## src/rtl/acg_pkg.sv

```systemverilog
package acg_pkg;
   // Register select codes on the host register port
   localparam logic [1:0]  ACG_SEL_CONV_CAL   = 2'h0;
   localparam logic [1:0]  ACG_SEL_AUX_PIN    = 2'h1;
   localparam logic [1:0]  ACG_SEL_DELAY      = 2'h2;
   localparam logic [1:0]  ACG_SEL_CHMAP_UP   = 2'h3;

   // Reset values
   localparam logic [7:0]  ACG_CONV_CAL_RST   = 8'h1C;
   localparam logic [7:0]  ACG_AUX_PIN_RST    = 8'h40;
   localparam logic [15:0] ACG_DELAY_RST      = 16'h0000;
   localparam logic [23:0] ACG_CHMAP_UP_RST   = 24'h000000;

   // Conversion and calibration control fields
   localparam int ACG_B_PIN_SEQ    = 6;
   localparam int ACG_B_SYNC       = 5;
   localparam int ACG_B_CAL_RB     = 4;
   localparam int ACG_B_SYS_GAIN   = 3;
   localparam int ACG_B_SYS_OFS    = 2;
   localparam int ACG_B_SELF_GAIN  = 1;
   localparam int ACG_B_SELF_OFS   = 0;

   // Auxiliary pin control fields
   localparam int ACG_B_PIN1_FN    = 7;
   localparam int ACG_B_PIN0_FN    = 6;
   localparam int ACG_B_DIR1       = 5;
   localparam int ACG_B_DIR0       = 4;
   localparam int ACG_B_VAL1       = 1;
   localparam int ACG_B_VAL0       = 0;

   // Delay fields
   localparam int ACG_MUX_DLY_LSB  = 8;
   localparam int ACG_SW_DLY_LSB   = 0;

   // Per-channel map entry (8 bits each, channel 3 in the low byte)
   localparam int ACG_CH_PINSEL_LSB = 5;
   localparam int ACG_CH_ORDER_LSB  = 2;
   localparam int ACG_CH_SCAN_EN    = 1;
   localparam int ACG_CH_PIN_EN     = 0;
   localparam int ACG_CH_BITS       = 8;
   localparam logic [2:0] ACG_FIRST_UPPER_CH = 3'h3;

   // Sequencer mode that honours the pin sequencing select
   localparam logic [1:0] ACG_SEQ_MODE3 = 2'h3;

   // Timing
   localparam int CLK_PERIOD_NS       = 10;
   localparam int MUX_DELAY_UNIT_NS   = 4000;
   localparam int SWITCH_DELAY_UNIT_NS = 20000;
   localparam logic [11:0] MUX_UNIT_CYCLES    = 12'(MUX_DELAY_UNIT_NS / CLK_PERIOD_NS);
   localparam logic [11:0] SWITCH_UNIT_CYCLES = 12'(SWITCH_DELAY_UNIT_NS / CLK_PERIOD_NS);
endpackage : acg_pkg

```

## src/rtl/acg_aux_pin.sv

```systemverilog
`timescale 1ns/1ps
// One auxiliary pin: general-purpose I/O or alternate input
module acg_aux_pin (
   input  wire logic mclk,
   input  wire logic resetn,
   input  wire logic function_gpio,
   input  wire logic dir_out,
   input  wire logic value,
   input  wire logic seq_active,
   input  wire logic seq_level,
   input  wire logic pin_in,
   output logic      pin_out,
   output logic      pin_oe,
   output logic      read_level
);
   logic next_pin_out;
   logic next_pin_oe;
   logic next_read_level;

   // Alternate function leaves the pin undriven whatever dir and value say
   always_comb begin
      next_pin_out    = 1'b0;
      next_pin_oe     = 1'b0;
      next_read_level = pin_in;                        // RULE_13
      if (function_gpio) begin                         // RULE_19
         if (seq_active) begin
            next_pin_oe  = 1'b1;                       // RULE_01
            next_pin_out = seq_level;
         end else if (dir_out) begin
            next_pin_oe     = 1'b1;                    // RULE_12
            next_pin_out    = value;                   // RULE_13
            next_read_level = value;
         end
      end
   end

   always_ff @(posedge mclk or negedge resetn) begin
      if (!resetn) begin
         pin_out    <= 1'b0;
         pin_oe     <= 1'b0;
         read_level <= 1'b0;
      end else begin
         pin_out    <= next_pin_out;
         pin_oe     <= next_pin_oe;
         read_level <= next_read_level;
      end
   end
endmodule : acg_aux_pin

```

## src/rtl/acg_delay_timer.sv

```systemverilog
`timescale 1ns/1ps
// Counts count * unit_cycles clocks after start, then pulses done
module acg_delay_timer
   import acg_pkg::*;
#(
   parameter logic [11:0] UNIT_CYCLES = 12'h001
) (
   input  wire logic       mclk,
   input  wire logic       resetn,
   input  wire logic       start,
   input  wire logic [7:0] count,
   output logic            busy,
   output logic            done
);
   logic [11:0] unit_cnt;
   logic [7:0]  ticks;
   logic [11:0] next_unit_cnt;
   logic [7:0]  next_ticks;
   logic        next_busy;
   logic        next_done;

   // A new start restarts the delay, so the last change always waits in full
   always_comb begin
      next_unit_cnt = unit_cnt;
      next_ticks    = ticks;
      next_busy     = busy;
      next_done     = 1'b0;
      if (start) begin
         next_unit_cnt = 12'h000;
         next_ticks    = count;
         next_busy     = (count != 8'h00);
         next_done     = (count == 8'h00);      // Zero count inserts no delay
      end else if (busy) begin
         if (unit_cnt == UNIT_CYCLES - 12'h001) begin
            next_unit_cnt = 12'h000;
            if (ticks == 8'h01) begin
               next_busy = 1'b0;
               next_done = 1'b1;
            end else begin
               next_ticks = ticks - 8'h01;
            end
         end else begin
            next_unit_cnt = unit_cnt + 12'h001;
         end
      end
   end

   always_ff @(posedge mclk or negedge resetn) begin
      if (!resetn) begin
         unit_cnt <= 12'h000;
         ticks    <= 8'h00;
         busy     <= 1'b0;
         done     <= 1'b0;
      end else begin
         unit_cnt <= next_unit_cnt;
         ticks    <= next_ticks;
         busy     <= next_busy;
         done     <= next_done;
      end
   end
endmodule : acg_delay_timer

```

## src/rtl/acg_regs.sv

```systemverilog
// Summary of operation
// (RULE_01) Mode 3 with sequencing select set: pins follow the per-channel map.
// (RULE_02) Select clear: output pins from direct register, aux pins from aux control.
// (RULE_03) In sequencer modes 1 and 2 the sequencing select is ignored.
// (RULE_04) Sync enable bit turns conversion synchronization mode on or off.
// (RULE_05) Calibration read returns host-written value if readback select set, else internal.
// (RULE_06) System gain bypass set drops system gain coefficient from correction.
// (RULE_07) System offset bypass set drops system offset coefficient from correction.
// (RULE_08) Self gain bypass set drops self-calibration gain coefficient.
// (RULE_09) Self offset bypass set drops self-calibration offset coefficient.
// (RULE_10) Pin1 function select: 1 general-purpose I/O, 0 sync input.
// (RULE_11) Pin0 function select: 1 general-purpose I/O, 0 external clock input.
// (RULE_12) Direction bit 1 makes aux pin output, 0 input; bit1 pin1, bit0 pin0.
// (RULE_13) Output pins drive their value bit; input pins read back the pin level.
// (RULE_14) Mux settle delay is 4 us per count, zero means no delay.
// (RULE_15) Output switch delay is 20 us per count, zero means no delay.
// (RULE_16) Channel map fields: scan enable, pin enable, scan order, paired pin.
// (RULE_17) Channel map writes are refused during an active conversion.
// (RULE_18) Reset loads defaults: system calibration bypassed, pin0 general-purpose I/O.
// (RULE_19) Alternate pin function makes direction and value bits irrelevant.
`timescale 1ns/1ps
module acg_regs
   import acg_pkg::*;
(
   input  wire logic        mclk,
   input  wire logic        resetn,
   input  wire logic [1:0]  reg_sel,
   input  wire logic        reg_wr,
   input  wire logic [23:0] reg_wdata,
   input  wire logic        reg_rd,
   output logic      [23:0] reg_rdata,
   input  wire logic        conv_active,
   input  wire logic [1:0]  seq_mode,
   input  wire logic [2:0]  seq_channel,
   input  wire logic [23:0] chmap_lower,
   input  wire logic [1:0]  output_pin_direct_register,
   input  wire logic        mux_switch,
   input  wire logic [23:0] cal_host_value,
   input  wire logic [23:0] cal_internal_value,
   input  wire logic [1:0]  aux_pin_in,
   output logic      [1:0]  aux_pin_out,
   output logic      [1:0]  aux_pin_oe,
   output logic      [1:0]  switch_output_pin,
   output logic      [23:0] cal_read_value,
   output logic             sync_mode_en,
   output logic             sync_in,
   output logic             ext_clk_in,
   output logic             ext_clk_select,
   output logic             apply_system_gain,
   output logic             apply_system_offset,
   output logic             apply_self_gain,
   output logic             apply_self_offset,
   output logic             mux_settled,
   output logic             mux_busy,
   output logic             switch_busy,
   output logic      [23:0] scan_channel_map_upper
);
   logic [7:0]  conversion_calibration_control;
   logic [7:0]  aux_pin_control;
   logic [15:0] settling_delay;
   logic [7:0]  next_ccc;
   logic [7:0]  next_aux;
   logic [15:0] next_delay;
   logic [23:0] next_chmap;
   logic [23:0] next_rdata;
   logic [3:0]  pending_levels;
   logic [3:0]  applied_levels;
   logic [3:0]  next_pending;
   logic [3:0]  next_applied;
   logic [3:0]  target_levels;
   logic        sw_start;
   logic        sw_done;
   logic        sequenced;
   logic [7:0]  cur_entry;
   logic [1:0]  aux_read;
   logic [23:0] next_cal_read;
   logic [1:0]  next_switch_pin;
   logic [1:0]  next_sync_ext;
   logic [4:0]  next_ctl_out;

   // Map entry of one channel, from the upper or lower map register
   function automatic logic [7:0] chan_entry(input logic [2:0]  ch,
                                             input logic [23:0] lower,
                                             input logic [23:0] upper);
      logic [1:0] idx;
      idx = 2'h0;
      if (ch >= ACG_FIRST_UPPER_CH) begin
         idx = 2'(ch - ACG_FIRST_UPPER_CH);
         chan_entry = upper[idx*ACG_CH_BITS +: ACG_CH_BITS];
      end else begin
         idx = ch[1:0];
         chan_entry = lower[idx*ACG_CH_BITS +: ACG_CH_BITS];
      end
   endfunction : chan_entry

   // One-hot pin activation: 0 out0, 1 out1, 2 aux0, 3 aux1
   function automatic logic [3:0] pin_decode(input logic [7:0] entry);
      pin_decode = 4'h0;
      if (entry[ACG_CH_SCAN_EN] && entry[ACG_CH_PIN_EN]) begin
         pin_decode = 4'h1 << entry[ACG_CH_PINSEL_LSB +: 2];
      end
   endfunction : pin_decode

   // Register writes; map writes are dropped while converting
   always_comb begin
      next_ccc   = conversion_calibration_control;
      next_aux   = aux_pin_control;
      next_delay = settling_delay;
      next_chmap = scan_channel_map_upper;
      if (reg_wr) begin
         case (reg_sel)
            ACG_SEL_CONV_CAL: next_ccc   = {1'b0, reg_wdata[6:0]};
            ACG_SEL_AUX_PIN:  next_aux   = {reg_wdata[7:4], 2'b00, reg_wdata[1:0]};
            ACG_SEL_DELAY:    next_delay = reg_wdata[15:0];
            ACG_SEL_CHMAP_UP: begin
               if (!conv_active) begin                       // RULE_17
                  next_chmap = {1'b0, reg_wdata[22:16], 1'b0, reg_wdata[14:8],
                                1'b0, reg_wdata[6:0]};       // RULE_16
               end
            end
            default: next_ccc = conversion_calibration_control;
         endcase
      end
   end

   always_ff @(posedge mclk or negedge resetn) begin
      if (!resetn) begin
         conversion_calibration_control <= ACG_CONV_CAL_RST;  // RULE_18
         aux_pin_control                <= ACG_AUX_PIN_RST;   // RULE_18
         settling_delay                 <= ACG_DELAY_RST;
         scan_channel_map_upper         <= ACG_CHMAP_UP_RST;
      end else begin
         conversion_calibration_control <= next_ccc;
         aux_pin_control                <= next_aux;
         settling_delay                 <= next_delay;
         scan_channel_map_upper         <= next_chmap;
      end
   end

   // Read data; input aux pins show the sampled pin level, not the stored bit
   always_comb begin
      next_rdata = reg_rdata;
      if (reg_rd) begin
         case (reg_sel)
            ACG_SEL_CONV_CAL: next_rdata = {16'h0000, conversion_calibration_control};
            ACG_SEL_AUX_PIN:  next_rdata = {16'h0000, aux_pin_control[7:2], aux_read}; // RULE_13
            ACG_SEL_DELAY:    next_rdata = {8'h00, settling_delay};
            ACG_SEL_CHMAP_UP: next_rdata = scan_channel_map_upper;
            default:          next_rdata = 24'h000000;
         endcase
      end
   end

   always_ff @(posedge mclk or negedge resetn) begin
      if (!resetn) begin
         reg_rdata <= 24'h000000;
      end else begin
         reg_rdata <= next_rdata;
      end
   end

   // Pin sequencing only counts in mode 3
   assign sequenced = (seq_mode == ACG_SEQ_MODE3)
                      && conversion_calibration_control[ACG_B_PIN_SEQ];  // RULE_01 RULE_03
   assign cur_entry     = chan_entry(seq_channel, chmap_lower, scan_channel_map_upper);
   assign target_levels = sequenced ? pin_decode(cur_entry) : 4'h0;      // RULE_01

   // Changed targets wait out the switch delay before reaching the pins
   always_comb begin
      next_pending = pending_levels;
      next_applied = applied_levels;
      sw_start     = 1'b0;
      if (target_levels != pending_levels) begin
         next_pending = target_levels;
         sw_start     = 1'b1;                                            // RULE_15
      end
      if (sw_done) begin
         next_applied = pending_levels;
      end
   end

   always_ff @(posedge mclk or negedge resetn) begin
      if (!resetn) begin
         pending_levels <= 4'h0;
         applied_levels <= 4'h0;
      end else begin
         pending_levels <= next_pending;
         applied_levels <= next_applied;
      end
   end

   acg_delay_timer #(
      .UNIT_CYCLES (SWITCH_UNIT_CYCLES)
   ) u_switch_timer (
      .mclk   (mclk),
      .resetn (resetn),
      .start  (sw_start),
      .count  (settling_delay[ACG_SW_DLY_LSB +: 8]),                     // RULE_15
      .busy   (switch_busy),
      .done   (sw_done)
   );

   acg_delay_timer #(
      .UNIT_CYCLES (MUX_UNIT_CYCLES)
   ) u_mux_timer (
      .mclk   (mclk),
      .resetn (resetn),
      .start  (mux_switch),
      .count  (settling_delay[ACG_MUX_DLY_LSB +: 8]),                    // RULE_14
      .busy   (mux_busy),
      .done   (mux_settled)
   );

   acg_aux_pin u_aux0 (
      .mclk          (mclk),
      .resetn        (resetn),
      .function_gpio (aux_pin_control[ACG_B_PIN0_FN]),                   // RULE_11
      .dir_out       (aux_pin_control[ACG_B_DIR0]),                      // RULE_12
      .value         (aux_pin_control[ACG_B_VAL0]),
      .seq_active    (sequenced),
      .seq_level     (applied_levels[2]),
      .pin_in        (aux_pin_in[0]),
      .pin_out       (aux_pin_out[0]),
      .pin_oe        (aux_pin_oe[0]),
      .read_level    (aux_read[0])
   );

   acg_aux_pin u_aux1 (
      .mclk          (mclk),
      .resetn        (resetn),
      .function_gpio (aux_pin_control[ACG_B_PIN1_FN]),                   // RULE_10
      .dir_out       (aux_pin_control[ACG_B_DIR1]),                      // RULE_12
      .value         (aux_pin_control[ACG_B_VAL1]),
      .seq_active    (sequenced),
      .seq_level     (applied_levels[3]),
      .pin_in        (aux_pin_in[1]),
      .pin_out       (aux_pin_out[1]),
      .pin_oe        (aux_pin_oe[1]),
      .read_level    (aux_read[1])
   );

   // Control outputs and pin routing, registered so every output is a flop
   always_comb begin
      next_switch_pin = sequenced ? applied_levels[1:0]
                                  : output_pin_direct_register;          // RULE_02
      next_cal_read   = conversion_calibration_control[ACG_B_CAL_RB]
                        ? cal_host_value : cal_internal_value;           // RULE_05
      // Alternate inputs pass only when the pin is not a general-purpose I/O
      next_sync_ext   = {~aux_pin_control[ACG_B_PIN1_FN] & aux_pin_in[1],  // RULE_10
                         ~aux_pin_control[ACG_B_PIN0_FN] & aux_pin_in[0]}; // RULE_11
      next_ctl_out    = {conversion_calibration_control[ACG_B_SYNC],       // RULE_04
                         ~conversion_calibration_control[ACG_B_SYS_GAIN],  // RULE_06
                         ~conversion_calibration_control[ACG_B_SYS_OFS],   // RULE_07
                         ~conversion_calibration_control[ACG_B_SELF_GAIN], // RULE_08
                         ~conversion_calibration_control[ACG_B_SELF_OFS]}; // RULE_09
   end

   always_ff @(posedge mclk or negedge resetn) begin
      if (!resetn) begin
         switch_output_pin   <= 2'h0;
         cal_read_value      <= 24'h000000;
         sync_in             <= 1'b0;
         ext_clk_in          <= 1'b0;
         ext_clk_select      <= 1'b0;
         sync_mode_en        <= 1'b0;
         apply_system_gain   <= 1'b0;
         apply_system_offset <= 1'b0;
         apply_self_gain     <= 1'b1;
         apply_self_offset   <= 1'b1;
      end else begin
         switch_output_pin   <= next_switch_pin;
         cal_read_value      <= next_cal_read;
         sync_in             <= next_sync_ext[1];
         ext_clk_in          <= next_sync_ext[0];
         ext_clk_select      <= ~aux_pin_control[ACG_B_PIN0_FN];
         sync_mode_en        <= next_ctl_out[4];
         apply_system_gain   <= next_ctl_out[3];
         apply_system_offset <= next_ctl_out[2];
         apply_self_gain     <= next_ctl_out[1];
         apply_self_offset   <= next_ctl_out[0];
      end
   end
endmodule : acg_regs

```

## config.mk

```make
export PLATFORM = sky130hd
export DESIGN_NAME = acg_regs
export DESIGN_NICKNAME = d
export VERILOG_FILES = /design/src/rtl/acg_pkg.sv /design/src/rtl/acg_aux_pin.sv /design/src/rtl/acg_delay_timer.sv /design/src/rtl/acg_regs.sv
export SDC_FILE = /design/constraint.sdc
export NUM_CORES = 1
export LEC_CHECK = 0
export BUFFER_PORTS_ARGS = -buffer_cell sky130_fd_sc_hd__buf_2
export CORE_ASPECT_RATIO = 2
export CORE_MARGIN = 2
export CORE_UTILIZATION = 40
export DETAILED_ROUTE_END_ITERATION = 12
export SYNTH_ARGS = -nofsm -noshare
export SYNTH_HDL_FRONTEND = slang
export SYNTH_SLANG_ARGS = --single-unit
export TNS_END_PERCENT = 20
```

## constraint.sdc

```tcl
create_clock -name mclk -period 2.98 [get_ports mclk]
set_input_delay 0.149 -clock mclk [delete_from_list [all_inputs] [get_ports mclk]]
set_output_delay 0.149 -clock mclk [all_outputs]
set_load 0.05 [all_outputs]
```

## Word level (Yosys, flattened, before mapping)

Cells that the tools add are included.

- Register bits: 166
- Output and inout port bits: 89
- Logic and storage cells: 132
- Bits of input ports: 113

- Reductions and logical operators: 17
- Shift-type cells: 3
- Bitwise gates (word level): 9
- Mux-type cells: 55
- Add/subtract/negate cells: 5
- $lt $le $gt $ge: 1
- Equal/unequal tests: 11

Operators with widths:

| kind | count |
|---|---|
| case mux 24 bit (4 select lines) | 1 |
| 2-to-1 mux 12 bit | 6 |
| 2-to-1 mux 8 bit | 8 |
| indexed part select 24 x 6 -> 7 bit | 2 |
| 2-to-1 mux 1 bit | 35 |
| adder 12 x 1 -> 12 bit, second input constant | 2 |
| 2-to-1 mux 24 bit | 1 |
| == test 8 x 1 -> 1 bit, second input constant | 2 |
| zero test 8 bit | 2 |
| nonzero test 8 bit | 2 |
| subtractor 8 x 1 -> 8 bit, second input constant | 2 |
| == test 12 x 11 -> 1 bit, second input constant | 1 |
| == test 12 x 9 -> 1 bit, second input constant | 1 |
| AND reduction 3 bit | 3 |
| 2-to-1 mux 4 bit | 2 |
| nonzero test 2 bit | 4 |
| 2-to-1 mux 7 bit | 1 |
| inverter 1 bit | 7 |
| == test 2 bit, second input constant | 3 |
| AND reduction 2 bit | 3 |
| != test 2 bit, second input constant | 2 |
| != test 4 bit | 1 |
| << shifter 1 x 2 -> 4 bit, first input constant | 1 |
| >= comparator 3 x 2 -> 1 bit, second input constant | 1 |
| 6 further kinds | 8 |

## Logic depth before layout (Yosys ltp)

Gate-level depths: netlist of the first run.

- Word-level depth: 10
- Mapped depth: 11
- Mapped depth without buffers: 8

## Hierarchy

Synthesis of the first run repeated with hierarchy kept, for this count alone.

- Cell total of the unflattened synthesis: 649
- Area total of the unflattened synthesis: 7659.8 um2

Modules (own cells, without submodules):

| module | area an instance (um2) | seq. area each (um2) | instances | cells each |
|---|---|---|---|---|
| acg_regs | 4827.1 | 2885.3 | 1 | 350 |
| acg_delay_timer (u_switch_timer) | 1310.0 | 550.5 | 1 | 142 |
| acg_delay_timer (u_mux_timer) | 1249.9 | 550.5 | 1 | 139 |
| acg_aux_pin | 136.4 | 75.1 | 2 | 9 |

## Worst setup path after synthesis of the first run

Ideal clock, no wire load.

- Path kind: register to register
- Start point: register scan_channel_map_upper[13]
- End point: register u_switch_timer.busy
- Clock period less this slack: 2555 ps
- Arrival time: 2430 ps
- Path buffers: 1
- Required time: 2855 ps
- Stages on the path, launching flop included: 9
- Library setup time: 125 ps
- Slack: 425 ps
- Path through: dfrtp_1 or3b_1 o221a_2 a211oi_2 or3b_2 a21oi_2 o22ai_4 buf_12 mux2_4

- Word-level cells in the longest chain between the ends: 8

RTL lines:

| item | RTL line | RTL |
|---|---|---|
| start, declared | acg_regs.sv:56 | `output logic [23:0] scan_channel_map_upper` |
| start signal, assigned | acg_regs.sv:136 | `scan_channel_map_upper <= next_chmap;` |
| indexed part select 24 x 6 -> 7 bit | acg_regs.sv:89 | `chan_entry = upper[idx*ACG_CH_BITS +: ACG_CH_BITS];` |
| 2-to-1 mux 7 bit | acg_regs.sv:87 | `if (ch >= ACG_FIRST_UPPER_CH) begin` |
| << shifter 1 x 2 -> 4 bit | acg_regs.sv:100 | `pin_decode = 4'h1 << entry[ACG_CH_PINSEL_LSB +: 2];` |
| 2-to-1 mux 4 bit | acg_regs.sv:99 | `if (entry[ACG_CH_SCAN_EN] && entry[ACG_CH_PIN_EN]) begin` |
| 2-to-1 mux 4 bit | acg_regs.sv:166 | `assign target_levels = sequenced ? pin_decode(cur_entry) : 4'h0;` |
| != test 4 bit | acg_regs.sv:173 | `if (target_levels != pending_levels) begin` |
| 2-to-1 mux 1 bit | acg_regs.sv:173 |  |
| 2-to-1 mux 1 bit | acg_delay_timer.sv:28 | `if (start) begin` |
| net u_switch_timer.next_busy | acg_delay_timer.sv:19 | `logic next_busy;` |
| end signal, assigned | acg_delay_timer.sv:57 | `busy <= next_busy;` |
| end, declared | acg_delay_timer.sv:12 | `output logic busy,` |

The timed path passes the listed nets, and every way through them passes these cells.
A chain may end at the register's enable or synchronous reset.

## Worst setup path after layout of the first run

- Start point: register scan_channel_map_upper[21]
- End point: register u_switch_timer.ticks[0]

- Word-level cells in the longest chain between the ends: 9
- Elaborated cells between the ends (all ways): 12
- Classes of those cells: eq/ne (2); shift (2); mux (5); reduce/logical (3)

RTL lines:

| item | RTL line | RTL |
|---|---|---|
| indexed part select 24 x 6 -> 7 bit (*) | acg_regs.sv:89 |  |
| 2-to-1 mux 7 bit (*) | acg_regs.sv:87 |  |
| << shifter 1 x 2 -> 4 bit (*) | acg_regs.sv:100 |  |
| 2-to-1 mux 4 bit (*) | acg_regs.sv:99 |  |
| 2-to-1 mux 4 bit (*) | acg_regs.sv:166 |  |
| != test 4 bit (*) | acg_regs.sv:173 |  |
| 2-to-1 mux 1 bit (*) | acg_regs.sv:173 |  |
| != test 2 bit (no source line) or nonzero test 2 bit (tied branches) | - |  |
| AND reduction 3 bit (no source line) | - |  |
| end signal, assigned | acg_delay_timer.sv:56 | `ticks <= next_ticks;` |
| end, declared | acg_delay_timer.sv:16 | `logic [7:0] ticks;` |

Every way passes the cells marked *; elsewhere a longest branch is shown, timed or not.

==> qor.csv, run 1 <==
metric,value,unit
multiInputGateArea,0.00314,mm2
setup-violations-final,0,
yosysTopAreaCell,dfrtp_1,
avgSynthCellArea,11.9,um2
worstPathArrival,3.01,ns
ys.flop_type,dfrtp_1,
drive_above_1_share,38.2,%
finalCritPeriodShare,90.3,%
route.antenna.remaining_nets,0,
die_w,101,um
synthArstFlopShare,100,%
dp.cells,1019,
worst_setup_path_start_kind,flip-flop,
path_class,flip-flop to flip-flop,
slew-limit-headroom,48.2,%
routed_wl,20300,um
synthesis.area,0.00757,mm2
syn_inst,637,
grt.total_usage,21.2,%
drtIter0Drc,247,
io_buffers,184,
gp_congestion,0.899,
grt_pass1_vias,6472,
instances_no_fill,1124,
cts_tree,done,
synth_top_area_share,52.5,%
fp.coreArea,0.0187,mm2
hold_slack,0.0147,ns
fin_nets,1012,
clock_path_buffers,2,
remaining_drc_errors,0,
finalCriticalPeriod,2.69,ns
mostFrequentLayoutCells,"buf_2 (183), dfrtp_1 (159), mux2_2 (88)",
skew,0.0113,ns
dr_total_vias,5890,
cp.required,3.30,ns
synth_seq_cells,165,
clkSlewWorstSetupHoldPaths,0.07,ns
post_cts_resized,0,
p_leak,0.00464,uW
synthTopCellsByArea,"dfrtp_1 (53%), mux2_2 (13%), nand2_1 (2.5%)",
dieArea,0.0201,mm2
first_pass_iters,6,
clkLatencyLatePin,0.43,ns
cts-htree-levels,4,
num_rows,71,
syn2layout_area_growth,31.8,%
p_per_area,720,mW/mm2
end_kind,flip-flop,
cts_hold_buf,73,
finalHoldViolCount,0,
wl_per_cell,18.0,um
clockRootBuffer,clkbuf_16,
hp-class,input pin to flip-flop,
worst-path-max-fanout,22,
grt_pass1_wl,32800,um
worst_pin_slew,0.777,ns
peakVddDrop,0.446,mV
start_util,40.6,%
clock_sinks,165,
drv_slew,0,
yosysWarnings,0,
cap_viol_max_count,0,
register_area,0.00414,mm2
cts_buffers,17,
ioPinCount,202,
synth_cell_types,66,
outcome,"finished, final reports clean",
cts_setup_buffers,0,
grt-ovfl-total,0,
final_common_cell,buf_2,
die_y,199,um
rsz0062_at_grt,no,
hpwl,14500,um
antenna_found_initial,0,
grt_max_degree,83,
antennaDiodeCount,0,
fmax,372,MHz
seq_area_frac_synth,54.6,%
synth-edff-count,0,
fillCellCount,1639,
viasPerCell,5.24,
fin_util,53.5,%
[final timing paths]
| path | cells past startpoint | slack, ns | startpoint | endpoint |
|---|---|---|---|---|
| setup / recovery | 8 | 0.29 | scan_channel_map_upper[21] | u_switch_timer.ticks[0] |
| hold / removal | 2 | 0.01 | aux_pin_in[1] | sync_in |
| setup reg to reg | 8 | 0.29 | scan_channel_map_upper[21] | u_switch_timer.ticks[0] |
| hold reg to reg | 1 | 0.41 | conversion_calibration_control[1] | apply_self_gain |
| max in group asynchronous | 3 | 1.71 | resetn | apply_self_gain |
| min in group asynchronous | 2 | 0.32 | resetn | u_mux_timer.unit_cnt[9] |
[per-stage QoR]
step	area [um2]	TNS, ns	setup WS [ns]	total power [uW]
after floorplan	7590	0	0.425	4390
after global placement	8680	0	0.0781	4900
after detailed placement	8680	-0.00461	-0.00461	4970
after CTS	9980	0	0.265	7270
after global routing	9980	0	0.131	7530
final	9980	0	0.290	7190
[registers in the layout (all words and copies together), names as in the netlist, 2 cells and up]
| name | count |
|---|---|
| cal_read_value | 24 |
| u_mux_timer.ticks | 8 |
| reg_rdata | 23 |
| pending_levels | 4 |
| u_switch_timer.ticks | 8 |
| u_mux_timer.unit_cnt | 12 |
| u_switch_timer.unit_cnt | 12 |
| aux_pin_control | 6 |
| switch_output_pin | 2 |
| conversion_calibration_control | 7 |
| settling_delay | 16 |
| scan_channel_map_upper | 21 |
| applied_levels | 4 |
[area by class of cell]
cell class / instances / area share (%)
flip-flops and latches: 165 / 41.4
clock inverters: 14 / 1.42
clock buffers: 18 / 4.30
inverters: 28 / 1.05
well taps: 219 / 2.74
multi-input cells: 411 / 31.4
repair buffers: 269 / 17.6
[Yosys cell counts (all sizes together) (5+ instances only)]
| master | count |
|---|---|
| dfrtp | 159 |
| mux2 | 95 |
| nand2 | 50 |
| nor2 | 42 |
| o21ai | 29 |
| inv | 28 |
| buf | 21 |
| a21oi | 17 |
| nand3 | 16 |
| o22ai | 16 |
| clkbuf | 15 |
| and3 | 14 |
| xnor2 | 14 |
| mux2i | 12 |
| nor3 | 9 |
| xor2 | 8 |
| ha | 7 |
| nand3b | 7 |
| nor4 | 7 |
| dfstp | 6 |
| nor2b | 6 |
| nor3b | 6 |
| mux4 | 5 |
[critical path: stages (launching register included)]
cell and delay, ns:
dfrtp_1 0.43, mux2i_1 0.23, o221a_2 0.24, a211oi_2 0.04, buf_4 0.17, and3b_1 0.18, mux2_4 0.28, o22ai_4 0.59
mux2_2 0.41
[report_power, final]
part | switching (uW) | internal (uW) | leakage, uW
Sequential | 372 | 2630 | 0.00204
Combinational | 1250 | 794 | 0.00232
Clock | 967 | 1170 | 0.000279
Total | 2590 | 4600 | 0.00464
[kinds of logic after synthesis]
| group | count (synthesis) | share of synthesized area [%] |
|---|---|---|
| buffers and inverters | 64 | 4.11 |
| xor gates and xnor gates | 22 | 2.54 |
| adders and majority gates | 7 | 1.16 |
| other | 1 | 0.0495 |
| DFF | 165 | 54.6 |
| AOI/OAI and AO/OA | 84 | 7.20 |
| and+or+nand+nor | 182 | 12.8 |
| muxes | 112 | 17.5 |
[per-layer routing]
metal	vias up	track usage, %	wire, um
li1	2745	-	-
met1	2897	23.1	7310
met2	194	37.7	11200
met3	54	5.13	956
met4	0	10.4	797
met5	-	0	0
Power figures use the tool's default switching activity.
==> run 2: changes to the inputs <==
Settings changed: CORE_UTILIZATION 40 to 53, PLACE_DENSITY from default to 0.8.
==> run 2 against run 1 <==
  * Combinational power is 3% higher
  * Critical path depth down 1
  * Clock power is 3% higher
  * Critical endpoint is now u_switch_timer.ticks[7]
  * Setup slack better by 0.12 ns
  * Die area is 24% lower
==> qor.csv, run 2 (synthesis gave the netlist of run 1 again) <==
metric,value,unit,change
setup-violations-final,0,,unchanged
rsz0062_at_grt,no,,
fillCellCount,904,,-45%
grt_pass1_vias,6855,,+5.9%
fp.coreArea,0.0140,mm2,-25%
place_ws,0.203,ns,+0.208 ns
worst-r2r-setup-slack,0.41,ns,+0.12 ns
sw_frac_of_total,36.5,%,+0.55 points
worst_pin_slew,0.786,ns,+0.00906 ns
setup_slack,0.406,ns,+0.116 ns
p_per_area,738,mW/mm2,+2.4%
top_regs,"cal_read_value x24, reg_rdata x23, scan_channel_map_upper x21",,
path_class,flip-flop to flip-flop,,
worst_setup_path_start_kind,flip-flop,,
start_util,54.2,%,+14 points
wl_per_cell,20.7,um,+15%
peakVddDrop,0.594,mV,+33%
die_y,173,um,-13%
mostFrequentLayoutCells,"buf_2 (183), dfrtp_1 (159), mux2_2 (88)",,
intPower,4660,uW,+1.2%
clock_sinks,165,,unchanged
end_kind,flip-flop,,
crit_start,conversion_calibration_control[6],,
dr_total_vias,6253,,+6.2%
rr_worst_depth,7,,-1
cts-htree-levels,4,,unchanged
largest_register_ffs,24,,unchanged
grt_max_degree,86,,+3.6%
grt.total_usage,30.6,%,+9.4 points
finalCriticalPeriod,2.57,ns,-0.116 ns
finalSetupTns,0,ns,unchanged
hp-class,input pin to flip-flop,,
final_common_cell,buf_2,,
num_rows,61,,-14%
worstPathArrival,2.87,ns,-0.14 ns
fmax,389,MHz,+4.5%
grt_pass1_wl,35700,um,+8.9%
combPwrFrac,28.6,%,+0.2 points
remaining_drc_errors,0,,unchanged
clkPwrFrac,29.9,%,about the same
hpwl,13600,um,-6.1%
drv_slew,0,,unchanged
worst-path-max-fanout,22,,unchanged
drtIter0Drc,379,,+53%
dieArea,0.0153,mm2,-24%
die_w,88.5,um,-13%
finalHoldViolCount,0,,unchanged
finalCritPeriodShare,86.4,%,-3.9 points
fin_nets,1009,,-0.30%
reg2reg_from,conversion_calibration_control[6],,
ioPinCount,202,,unchanged
cts_buffers,17,,unchanged
syn2layout_area_growth,31.4,%,
fin_util,71.2,%,+18 points
p_switching,2680,uW,+3.6%
hold_end,settling_delay[6],,
min-delay-start,reg_wdata[6],,
antennaDiodeCount,0,,unchanged
grt-ovfl-total,0,,unchanged
skew,0.0124,ns,+0.00117 ns
clkSlewWorstSetupHoldPaths,0.07,ns,about the same
p_leak,0.00464,uW,about the same
route.antenna.remaining_nets,0,,unchanged
clockRootBuffer,clkbuf_16,,
place_area,0.00864,mm2,-0.46%
seqPwrFrac,41.4,%,-0.4 points
hold_slack,0.0205,ns,+0.00572 ns
drive_above_1_share,38.1,%,-0.095 points
gp_congestion,0.848,,-5.8%
clock_path_buffers,2,,unchanged
top_register,cal_read_value,,
slew-limit-headroom,47.5,%,-0.73 points
io_buffers,184,,unchanged
antenna_found_initial,0,,unchanged
first_pass_iters,4,,-2
outcome,"finished, final reports clean",,
cp.required,3.27,ns,-0.03 ns
viasPerCell,5.73,,+9.4%
cts_tree,done,,
cap_viol_max_count,0,,unchanged
cts_setup_buffers,0,,unchanged
hold_path_depth,2,,unchanged
routed_wl,22600,um,+12%
clkLatencyLatePin,0.42,ns,about the same
finish.instance_area,0.00995,mm2,-0.34%
r2r_end,u_switch_timer.ticks[7],,
-- run 2: cell count changes in the layout (fill, tap and decap cells not counted), sizes merged --
cell         delta
clkinv          -4
buf             -2
dlygate4sd3     -1
clkbuf          +2
inv             +2
-- run 2: power groups by stage --
| stage | clock (uW) | sequential (uW) | combinational, uW |
|---|---|---|---|
| final | 2200 | 3040 | 2100 |
| after floorplan | 0 | 3550 | 842 |
| after CTS | 2190 | 3010 | 2050 |
| after global placement | 0 | 3010 | 1860 |
| after detailed placement | 0 | 3040 | 1920 |
| after global routing | 2300 | 3080 | 2210 |
-- run 2: how the worst max path moves through the flow --
| stage | end | cells after the start |
|---|---|---|
| floorplan | u_switch_timer.busy | 8 |
| global placement | u_switch_timer.ticks[5] | 11 |
| detailed placement | u_switch_timer.ticks[2] | 11 |
| CTS | u_switch_timer.ticks[7] | 7 |
| global route | u_switch_timer.ticks[7] | 7 |
| finish | u_switch_timer.ticks[7] | 7 |
-- run 2: timing repair --
action,4_1_cts,5_1_grt
resized for setup,0,0
hold buffers,72,0
endpoints found under the hold margin,104,0
-- run 2: cell type report --
class                      instances  area [um2]  share of cell area (%)
sequential                       165        4140                    41.6
inverter                          28         105                    1.06
tap                              189         236                    2.38
timing repair buffer             266        1750                    17.6
clock inverter                    12         130                    1.31
multi-input combinational        411        3140                    31.5
clock buffer                      20         457                    4.59
-- run 2: metrics by stage --
step,cells,power [uW]
after detailed placement,987,4960
after CTS,1091,7250
after floorplan,640,4390
after global routing,1091,7590
final,1091,7340
after global placement,987,4870
-- run 2: metal layers --
metal	vias to the layer above	track usage [%]	routed length, um
met1	3069	32.4	7510
li1	2741	-	-
met4	0	18.4	1450
met5	-	0	0
met2	350	53.9	12300
met3	93	6.06	1310
-- run 2: critical path, stage by stage (launching register included) --
cell	delay (ns)
dfrtp_1	0.43
nand3_1	0.27
nor4_2	0.49
o21bai_4	0.16
mux2_4	0.34
o22ai_4	0.18
buf_12	0.20
mux2_2	0.37
